[config.mk]
export PLATFORM = sky130hd
export DESIGN_NAME = synth_mode_config_decode
export DESIGN_NICKNAME = d
export VERILOG_FILES = /design/src/include/synth_mode_pkg.sv /design/src/logic/synth_mode_config_decode.sv
export SDC_FILE = /design/constraint.sdc
export NUM_CORES = 1
export LEC_CHECK = 0
export BUFFER_PORTS_ARGS = -buffer_cell sky130_fd_sc_hd__buf_2
export CORE_ASPECT_RATIO = 1.1
export CORE_MARGIN = 2
export CORE_UTILIZATION = 51
export CTS_BUF_LIST = sky130_fd_sc_hd__clkbuf_4
export CTS_CLUSTER_SIZE = 14
export DETAILED_ROUTE_END_ITERATION = 7
export PLACE_DENSITY = 0.8
export SLEW_MARGIN = 20
export SYNTH_ARGS = -nofsm -noshare
export SYNTH_HDL_FRONTEND = slang
export SYNTH_SLANG_ARGS = --single-unit
[constraint.sdc]
create_clock -name ref_clk -period 1.7 [get_ports ref_clk]
set_input_delay 0.34 -clock ref_clk [delete_from_list [all_inputs] [get_ports ref_clk]]
set_output_delay 0.34 -clock ref_clk [all_outputs]
set_load 0.02 [all_outputs]
[src/include/synth_mode_pkg.sv]
// Package with field layouts, control addresses and state types of the mode decoder.
package synth_mode_pkg;
    // Serial word geometry.
    localparam int WORD_W = 24;
    localparam int ADDR_W = 4;
    localparam int ADDR_LSB = 0;
    localparam int DATA_LSB = 4;
    // Control addresses of the decoded words.
    localparam logic [3:0] MODE_ADDR = 4'hb;
    localparam logic [3:0] EXT_ADDR = 4'hd;
    // The main divider word has 23 data bits, so only its lowest address bit decodes it.
    localparam logic [3:0] MAIN_ADDR_MASK = 4'h1;
    localparam logic [3:0] MAIN_ADDR_VAL = 4'h0;
    // Mode word field positions.
    localparam int MODE_LSB = 4;
    localparam int MODE_MSB = 18;
    localparam int MODE_ZERO_LSB = 19;
    // Extension word field positions.
    localparam int NUM_EXT_LSB = 4;
    localparam int DEN_EXT_LSB = 14;
    localparam int EXT_W = 10;
    localparam int BASE_W = 12;
    localparam int FRAC_W = 22;
    // Test pin select codes.
    localparam logic [3:0] TP_HIZ = 4'h0;
    localparam logic [3:0] TP_HIGH = 4'h1;
    localparam logic [3:0] TP_LOW = 4'h2;
    localparam logic [3:0] TP_DL_BOTH = 4'h3;
    localparam logic [3:0] TP_DL_MAIN = 4'h4;
    localparam logic [3:0] TP_DL_AUX = 4'h5;
    localparam logic [3:0] TP_ALOD_BOTH = 4'h6;
    localparam logic [3:0] TP_ALOD_MAIN = 4'h7;
    localparam logic [3:0] TP_ALOD_AUX = 4'h8;
    localparam logic [3:0] TP_AL_BOTH = 4'h9;
    localparam logic [3:0] TP_AL_MAIN = 4'ha;
    localparam logic [3:0] TP_AL_AUX = 4'hb;
    localparam logic [3:0] TP_AUX_REF = 4'hc;
    localparam logic [3:0] TP_AUX_FB = 4'hd;
    localparam logic [3:0] TP_MAIN_REF = 4'he;
    localparam logic [3:0] TP_MAIN_FB = 4'hf;
    // Auto power-up policies.
    localparam logic [1:0] APU_NONE = 2'h0;
    localparam logic [1:0] APU_MAIN = 2'h1;
    localparam logic [1:0] APU_BOTH = 2'h2;
    // Modulator order codes.
    localparam logic [1:0] ORDER_4TH = 2'h0;
    localparam logic [1:0] ORDER_OFF = 2'h1;
    localparam logic [1:0] ORDER_2ND = 2'h2;
    localparam logic [1:0] ORDER_3RD = 2'h3;
    // Mode word fields, most significant first, laid out as word bits 18 down to 4.
    typedef struct packed {
        logic mainPumpHiz;
        logic mainPumpPolarity;
        logic auxPumpHiz;
        logic auxPumpPolarity;
        logic fractionWidthSelect;
        logic [1:0] modulatorOrder;
        logic [1:0] autoPowerUpSelect;
        logic refDoublerEnable;
        logic refInputDifferential;
        logic [3:0] testPinSelect;
    } mode_cfg_s;
    localparam mode_cfg_s MODE_RESET = '0;
    // Whole state of the decoder.
    typedef struct packed {
        mode_cfg_s mode;
        logic [EXT_W-1:0] denominatorExt;
        logic [EXT_W-1:0] numeratorExt;
        logic [3:0] halfRate;
        logic pinOut;
        logic pinOeN;
        logic mainPowerUp;
        logic auxPowerUp;
        logic mainHizEff;
        logic auxHizEff;
        logic [FRAC_W-1:0] fracNumerator;
        logic [FRAC_W-1:0] fracDenominator;
    } state_s;
endpackage : synth_mode_pkg

[src/logic/synth_mode_config_decode.sv]
// Decoder of the synthesizer mode word and fraction extension word into control outputs.
`timescale 1ns/10ps

// How it works
// Select codes 0-3: hiz, high, low, both digital
// Codes 4,5: main or auxiliary digital lock
// Codes 6-8 open-drain analog, 9-11 push-pull analog
// Codes 12-15: half-rate divider outputs, push-pull
// Differential bit picks single or paired reference
// Doubler bit zero bypasses the doubler
// Power-up policy on main divider word write
// Pump high-impedance bit: 0 active, 1 hiz
// Auto power-up overrides pump high-impedance bit
// Modulator order codes 4th, off, 2nd, 3rd
// Width bit picks 12-bit or 22-bit fraction
// Auxiliary polarity: 1 positive, 0 negative
// Main polarity: 1 positive, 0 negative
// Data above four-bit control address routes words
// Wide mode joins extension above base bits
// Narrow mode ignores extension bits
// Mode word fields at address 1011
// Extension fields latched at address 1101
module synth_mode_config_decode
    import synth_mode_pkg::*;
(
    // Clock and reset.
    input wire logic ref_clk,
    input wire logic sys_rst,
    // Completed serial words from the shifter.
    input wire logic [WORD_W-1:0] wordIn,
    input wire logic wordLoad,
    // Fraction base bits from the other words.
    input wire logic [BASE_W-1:0] numeratorBase,
    input wire logic [BASE_W-1:0] denominatorBase,
    // Lock indications and divider outputs, all on ref_clk.
    input wire logic mainDigitalLock,
    input wire logic auxDigitalLock,
    input wire logic mainAnalogLock,
    input wire logic auxAnalogLock,
    input wire logic auxRefDivPulse,
    input wire logic auxFbDivPulse,
    input wire logic mainRefDivPulse,
    input wire logic mainFbDivPulse,
    // Test and lock pin.
    output logic testLockOut,
    output logic testLockOe_n,
    // Decoded controls.
    output logic refInputDifferential,
    output logic refDoublerEnable,
    output logic [1:0] modulatorOrder,
    output logic fractionWidthSelect,
    output logic auxPumpPolarity,
    output logic mainPumpPolarity,
    output logic auxPumpHiz,
    output logic mainPumpHiz,
    output logic mainPowerUp,
    output logic auxPowerUp,
    output logic [FRAC_W-1:0] fracNumerator,
    output logic [FRAC_W-1:0] fracDenominator
);
    state_s st_q;
    state_s st_d;
    logic [ADDR_W-1:0] wordAddr;
    logic [3:0] divPulses;

    // Word routing fields.
    assign wordAddr = wordIn[ADDR_LSB +: ADDR_W];
    assign divPulses = {mainFbDivPulse, mainRefDivPulse, auxFbDivPulse, auxRefDivPulse};

    // Next state: word capture, pin multiplexer, power-up and fraction assembly.
    always_comb begin
        logic mainWrite;
        logic [1:0] apu;
        mainWrite = 1'b0;
        apu = st_q.mode.autoPowerUpSelect;
        st_d = st_q;
        if (wordLoad && wordAddr == MODE_ADDR) begin
            st_d.mode = mode_cfg_s'(wordIn[MODE_MSB:MODE_LSB]);
        end
        if (wordLoad && wordAddr == EXT_ADDR) begin
            st_d.denominatorExt = wordIn[DEN_EXT_LSB +: EXT_W];
            st_d.numeratorExt = wordIn[NUM_EXT_LSB +: EXT_W];
        end
        mainWrite = wordLoad && ((wordAddr & MAIN_ADDR_MASK) == MAIN_ADDR_VAL);
        // One-cycle power-up requests follow a main divider word write.
        st_d.mainPowerUp = mainWrite && (apu == APU_MAIN || apu == APU_BOTH);
        st_d.auxPowerUp = mainWrite && apu == APU_BOTH;
        // A power-up policy covering a loop keeps its pump out of high impedance.
        st_d.mainHizEff = st_q.mode.mainPumpHiz && !(apu == APU_MAIN || apu == APU_BOTH);
        st_d.auxHizEff = st_q.mode.auxPumpHiz && apu != APU_BOTH;
        // Half-rate copies of the divider outputs toggle on each pulse.
        for (int i = 0; i < 4; i++) begin
            st_d.halfRate[i] = st_q.halfRate[i] ^ divPulses[i];
        end
        // Fraction values, extension bits only in wide mode.
        if (st_q.mode.fractionWidthSelect) begin
            st_d.fracNumerator = {st_q.numeratorExt, numeratorBase};
            st_d.fracDenominator = {st_q.denominatorExt, denominatorBase};
        end else begin
            st_d.fracNumerator = {{EXT_W{1'b0}}, numeratorBase};
            st_d.fracDenominator = {{EXT_W{1'b0}}, denominatorBase};
        end
        // Test pin multiplexer; enable is low while the pin is driven.
        st_d.pinOeN = 1'b0;
        st_d.pinOut = 1'b0;
        unique case (st_q.mode.testPinSelect)
            TP_HIZ: st_d.pinOeN = 1'b1;
            TP_HIGH: st_d.pinOut = 1'b1;
            TP_LOW: st_d.pinOut = 1'b0;
            TP_DL_BOTH: st_d.pinOut = mainDigitalLock & auxDigitalLock;
            TP_DL_MAIN: st_d.pinOut = mainDigitalLock;
            TP_DL_AUX: st_d.pinOut = auxDigitalLock;
            TP_ALOD_BOTH: st_d.pinOeN = mainAnalogLock & auxAnalogLock;
            TP_ALOD_MAIN: st_d.pinOeN = mainAnalogLock;
            TP_ALOD_AUX: st_d.pinOeN = auxAnalogLock;
            TP_AL_BOTH: st_d.pinOut = mainAnalogLock & auxAnalogLock;
            TP_AL_MAIN: st_d.pinOut = mainAnalogLock;
            TP_AL_AUX: st_d.pinOut = auxAnalogLock;
            TP_AUX_REF: st_d.pinOut = st_q.halfRate[0];
            TP_AUX_FB: st_d.pinOut = st_q.halfRate[1];
            TP_MAIN_REF: st_d.pinOut = st_q.halfRate[2];
            TP_MAIN_FB: st_d.pinOut = st_q.halfRate[3];
        endcase
    end

    // State register with synchronous reset.
    always_ff @(posedge ref_clk) begin
        if (sys_rst) begin
            st_q <= '0;
            st_q.mode <= MODE_RESET;
            st_q.pinOeN <= 1'b1;
        end else begin
            st_q <= st_d;
        end
    end

    // Outputs taken directly from state flip-flops.
    assign testLockOut = st_q.pinOut;
    assign testLockOe_n = st_q.pinOeN;
    assign refInputDifferential = st_q.mode.refInputDifferential;
    assign refDoublerEnable = st_q.mode.refDoublerEnable;
    assign modulatorOrder = st_q.mode.modulatorOrder;
    assign fractionWidthSelect = st_q.mode.fractionWidthSelect;
    assign auxPumpPolarity = st_q.mode.auxPumpPolarity;
    assign mainPumpPolarity = st_q.mode.mainPumpPolarity;
    assign auxPumpHiz = st_q.auxHizEff;
    assign mainPumpHiz = st_q.mainHizEff;
    assign mainPowerUp = st_q.mainPowerUp;
    assign auxPowerUp = st_q.auxPowerUp;
    assign fracNumerator = st_q.fracNumerator;
    assign fracDenominator = st_q.fracDenominator;

    // Checks of the decoded behaviour.
    property p_tp_hiz;
        @(posedge ref_clk) disable iff (sys_rst)
        st_q.mode.testPinSelect == TP_HIZ |=> testLockOe_n;
    endproperty
    a_tp_hiz: assert property (p_tp_hiz) else $error("Code 0 did not release the pin.");

    property p_tp_dl;
        @(posedge ref_clk) disable iff (sys_rst)
        st_q.mode.testPinSelect == TP_DL_MAIN
            |=> !testLockOe_n && testLockOut == $past(mainDigitalLock);
    endproperty
    a_tp_dl: assert property (p_tp_dl) else $error("Code 4 did not show main lock.");

    property p_tp_od;
        @(posedge ref_clk) disable iff (sys_rst)
        st_q.mode.testPinSelect == TP_ALOD_BOTH
            |=> !testLockOut && testLockOe_n == $past(mainAnalogLock && auxAnalogLock);
    endproperty
    a_tp_od: assert property (p_tp_od) else $error("Code 6 is not open drain lock.");

    property p_half;
        @(posedge ref_clk) disable iff (sys_rst)
        (auxRefDivPulse && st_q.mode.testPinSelect == TP_AUX_REF)
            ##1 (st_q.mode.testPinSelect == TP_AUX_REF)
            |=> testLockOut != $past(testLockOut) && !testLockOe_n;
    endproperty
    a_half: assert property (p_half) else $error("Half-rate output mismatch.");

    property p_mode_load;
        @(posedge ref_clk) disable iff (sys_rst)
        wordLoad && wordIn[3:0] == MODE_ADDR
            |=> modulatorOrder == $past(wordIn[13:12]) && mainPumpPolarity == $past(wordIn[17])
                && refInputDifferential == $past(wordIn[8]);
    endproperty
    a_mode_load: assert property (p_mode_load) else $error("Mode word not captured.");

    property p_pwr;
        @(posedge ref_clk) disable iff (sys_rst)
        wordLoad && wordIn[0] == 1'b0 && st_q.mode.autoPowerUpSelect == APU_BOTH
            |=> mainPowerUp && auxPowerUp;
    endproperty
    a_pwr: assert property (p_pwr) else $error("Power-up pulse wrong.");

    property p_pwr_pulse;
        @(posedge ref_clk) disable iff (sys_rst)
        !(wordLoad && wordIn[0] == 1'b0) |=> !mainPowerUp && !auxPowerUp;
    endproperty
    a_pwr_pulse: assert property (p_pwr_pulse) else $error("Stray power-up pulse.");

    property p_hiz;
        @(posedge ref_clk) disable iff (sys_rst)
        st_q.mode.autoPowerUpSelect == APU_MAIN
            |=> !mainPumpHiz && auxPumpHiz == $past(st_q.mode.auxPumpHiz);
    endproperty
    a_hiz: assert property (p_hiz) else $error("Power-up did not override hiz.");

    property p_hiz_none;
        @(posedge ref_clk) disable iff (sys_rst)
        st_q.mode.autoPowerUpSelect == APU_NONE
            |=> mainPumpHiz == $past(st_q.mode.mainPumpHiz)
                && auxPumpHiz == $past(st_q.mode.auxPumpHiz);
    endproperty
    a_hiz_none: assert property (p_hiz_none) else $error("Pump hiz bit not followed.");

    property p_narrow;
        @(posedge ref_clk) disable iff (sys_rst)
        !fractionWidthSelect |=> fracNumerator[21:12] == 10'h000
            && fracDenominator[11:0] == $past(denominatorBase);
    endproperty
    a_narrow: assert property (p_narrow) else $error("Narrow mode used extension.");

    property p_wide;
        @(posedge ref_clk) disable iff (sys_rst)
        fractionWidthSelect |=> fracDenominator[21:12] == $past(st_q.denominatorExt);
    endproperty
    a_wide: assert property (p_wide) else $error("Wide mode lost extension.");
endmodule : synth_mode_config_decode

Word level (Yosys, flattened, before mapping)
Cells that the tools add are included.
Widths: inputs -> output; s select.
{"block": "op_classes", "mux": 2, "eq_ne": 19, "n_reduce_logical": 12, "n_bitwise": 7}
{"cell": "$eq 4x4->1 const B", "count": 10}
{"cell": "$eq 4x3->1 const B", "count": 4}
{"cell": "$pmux 1 s11", "count": 1}
{"cell": "$logic_not 4->1", "count": 2}
{"cell": "$logic_and 1x1->1", "count": 7}
{"cell": "$eq 4x1->1 const B", "count": 1}
{"cell": "$eq 4x2->1 const B", "count": 1}
{"cell": "$pmux 1 s4", "count": 1}
{"cell": "$xor 1x1->1", "count": 4}
{"cell": "$and 1x1->1", "count": 2}
{"cell": "$eq 2x1->1 const B", "count": 1}
{"cell": "$eq 2x2->1 const B", "count": 1}
{"cell": "$ne 2x2->1 const B", "count": 1}
{"cell": "$reduce_or 2->1", "count": 1}
{"cell": "$logic_not 1->1", "count": 1}
{"cell": "$logic_or 1x1->1", "count": 1}
{"cell": "$not 1->1", "count": 1}
{"block": "totals", "output_inout_bits": 57, "wordCells": 63, "reg_bits": 89, "in_bits": 59}

Logic depth before layout (Yosys ltp)
{"block": "logic_depth", "depth_word": 4, "depth_mapped": 6, "mapped_depth_nobuf": 4}

Least setup slack after synthesis
OpenSTA, ideal clock, no wires.
{"block": "synth_timing", "path_type": "reg2reg", "from": "register st_q[74] in the netlist's numbering", "to": "register st_q, in the netlist testLockOut", "synth_period_minus_slack_ns": 1.319, "required_ns": 1.563, "setup_time_ns": 0.137, "n_path_buf": 1, "arrival_ns": 1.182, "slack_ns": 0.381, "stages_incl_launch_ff": 6, "path_cell_list": "dfxtp_1 -> buf_6 -> mux2_4 -> a221o_1 -> o2111ai_2 -> a221oi_2"}
{"block": "synth_between", "elab_chain_cells": 2, "word_cells_on_any_way": 12, "classes_between": "eq/ne: 11; mux: 1"}
{"element": "from (decl)", "line_no": "synth_mode_config_decode.sv:61", "source": "state_s st_q;"}
{"element": "from (signal assigned)", "line_no": "synth_mode_config_decode.sv:133", "source": "st_q <= st_d;"}
{"element": "$eq 4x4->1 (tied with other cells)", "line_no": "synth_mode_config_decode.sv:106", "source": "unique case (st_q.mode.testPinSelect)"}
{"element": "$pmux 1 s11 (*)", "line_no": "synth_mode_config_decode.sv:106"}
Every way passes the cells marked *; elsewhere a longest branch is shown, timed or not.
A chain may end at the register's enable or synchronous reset.

Worst setup path in the final report
Ends and elaborated chain as after synthesis.

==> summary.txt <==
outcome: finished clean
initial antenna violation count: 0
async set-reset flop share out of synthesis: 0%
# rows: 30
RePlAce Congestion: 0.735
Post-synth EDFFs: 0
critical path's slowest cell: dfxtp_1
RSZ-0062 raised after global routing: no
commonest non-fill, non-tap cell in the layout: buf_2
crit-path cells: mux2_4 -> a221o_1 -> o2111ai_2 -> a221oi_2
Routed WL: 5.71 mm
Pwr Density: 983 nW/um2
clock share of power: 34.3%
Fmax: 767 MHz
post_cts resized: 0
min Tclk post-route: 1300 ps
vias per cell: 4.58
maximum VDD drop: 0.657 mV
Starting Density: 53.1%
Clock Skews: 11.8 ps
post-route ant nets: 0
die area: 7100 um2
final hold vios: 0
max-cap violation count: 0
Ant. Diodes: 0
worst hold path class: in2reg
Final Cycle Share: 76.7%
Hold Buf Count CTS: 0
Initial DRT Pass Iterations: 4
Final HPWL DP: 4.19 mm
first-pass GRT wire length: 9.07 mm
CTS root buffer: clkbuf_4
clk buf depth: 2
setup tns final: 0 ps
Die Wd: 80.5 um
top-level I/O count: 116
core area: 6190 um2
Synth Flop Type: dfxtp_1
Yosys warnings: 0
H-Tree Depth: 3
synthesized area: 3290 um2
CTS tree: built
crit path kind: reg2reg
logic gate share of total power: 7.2%
Worst-path clk slew: 130 ps
GRT Total Usage: 16.5%
#FFs+latches synth: 89
CP max stage delay: 380 ps
fin. max-slew vios: 0
DRC Markers: 0
count of non-filler cells in the finished layout: 485
# setup viols final: 0
Die Span Y: 88.2 um
Lkg Pwr: 0.00165 uW
post-synthesis cell count: 333
R2R cell count: 4
WL per Instance: 11.8 um
Iter 0 DRT Violations: 63
# Post-CTS Setup Buffers: 0
final-stage net count: 460
syn_nets: 393
Switching Share: 22.2%
Final Core Density: 60.5%
total gr overflow: 0
Worst-Skew Late Latency: 410 ps
Area growth, synth to finish: 14.1%
CTS Buf Count: 9
Worst Max-Slew Pin Slew: 390 ps
Startpoint Class: flop
via count: 2219
NetSw: 819 uW
number of global-route vias before repair: 2011
Int Pwr: 2870 uW
post-synthesis area per instance: 9.87 um2
dpl cells: 469
sequential share of the synthesized area: 54.2%
Critical Path Sink Type: flop
sequential share of power: 58.5%
Buffers on Ports: 115
Arr. time, crit path: 1610 ps
Hold Path Depth: 2
Yosys cell types: 32
CTS Sinks: 89
WP data required: 2000 ps
layout cells sized above 1: 35.1%
Rel. slew slack: 74.0%
pin count of the biggest net entering global routing: 46
most frequent cells in the layout: buf_2 (115), dfxtp_1 (89), nand2_1 (41)
worst-path fanout max: 2
fill cell count: 566
==> power by group through the flow <==
stage	sequential, uW	combinational, uW	clock [uW]
after global routing	2160	289	1400
after CTS	2160	268	1300
after global placement	2200	261	0
after detailed placement	2200	267	0
final	2160	264	1270
after floorplan	2200	181	0
==> sequential cells by signal, summed over array words and instances (netlist names), 2 cells and up <==
register and flops:
fracNumerator 22, modulatorOrder 2, st_q 32, fracDenominator 22
==> layer usage <==
metal | part of all wire, % | global-route usage [%] | vias up
met4 | 1.5 | 6.01 | 0
met5 | 0 | 0 | -
met2 | 48 | 27.0 | 64
li1 | - | - | 1152
met1 | 44 | 20.6 | 995
met3 | 5.9 | 5.26 | 8
==> cells by family after synthesis <==
logic type | count (synthesis) | share of synthesized area (%)
AOI/OAI and AO/OA | 28 | 5.29
xor gates and xnor gates | 4 | 1.07
adders and majority gates | 1 | 0.381
buffers and inverters | 68 | 14.0
DFF | 89 | 54.2
muxes | 18 | 5.63
and+or+nand+nor | 125 | 19.4
==> cell type report <==
class,instances,area [um2],area share (%)
well taps,80,100,2.67
inverters,2,7.51,0.200
clock inverters,6,82.6,2.20
multi-input cells,176,1050,28.0
flip-flops and latches,89,1780,47.5
repair buffers,122,653,17.4
clock buffers,10,75.1,2.00
==> cell usage after synthesis (3+ instances only) <==
cell type	number	share of area [%]
nor2_1	23	2.6
nand2_1	41	4.7
nand3_1	3	0.46
clkbuf_1	9	1.0
buf_4	47	11
and2_1	20	3.8
buf_2	8	1.2
xnor2_1	4	1.1
nor3b_1	3	0.69
dfxtp_1	89	54
nor2b_1	27	5.1
mux2i_1	17	5.2
a21oi_1	21	3.2
==> path summary, 6_finish.rpt <==
path / slack [ps] / endpoint / start
max reg2reg: 400 / testLockOut$_SDFF_PP0_ / st_q[74]$_SDFFE_PP0P_
min: 110 / auxPowerUp$_SDFF_PP0_ / wordIn[0]
min reg2reg: 450 / mainPumpHiz$_SDFF_PP0_ / st_q[88]$_SDFFE_PP0P_
max: 400 / testLockOut$_SDFF_PP0_ / st_q[74]$_SDFFE_PP0P_
==> worst max-delay path, delay by kind of cell (launching register included) <==
family	cells	cell delay (ps)
compound gates	3	520
flops	1	380
mux	1	300
==> stage by stage <==
stage	setup slack [ps]	hold slack (ps)	instance area, um2	total power [uW]
global placement	244	430	3590	2460
detailed placement	188	432	3590	2470
CTS	385	84.9	3750	3730
floorplan	381	409	3290	2380
finish	395	108	3750	3690
global route	293	80.4	3750	3850
(Power assumes the default switching activity.)
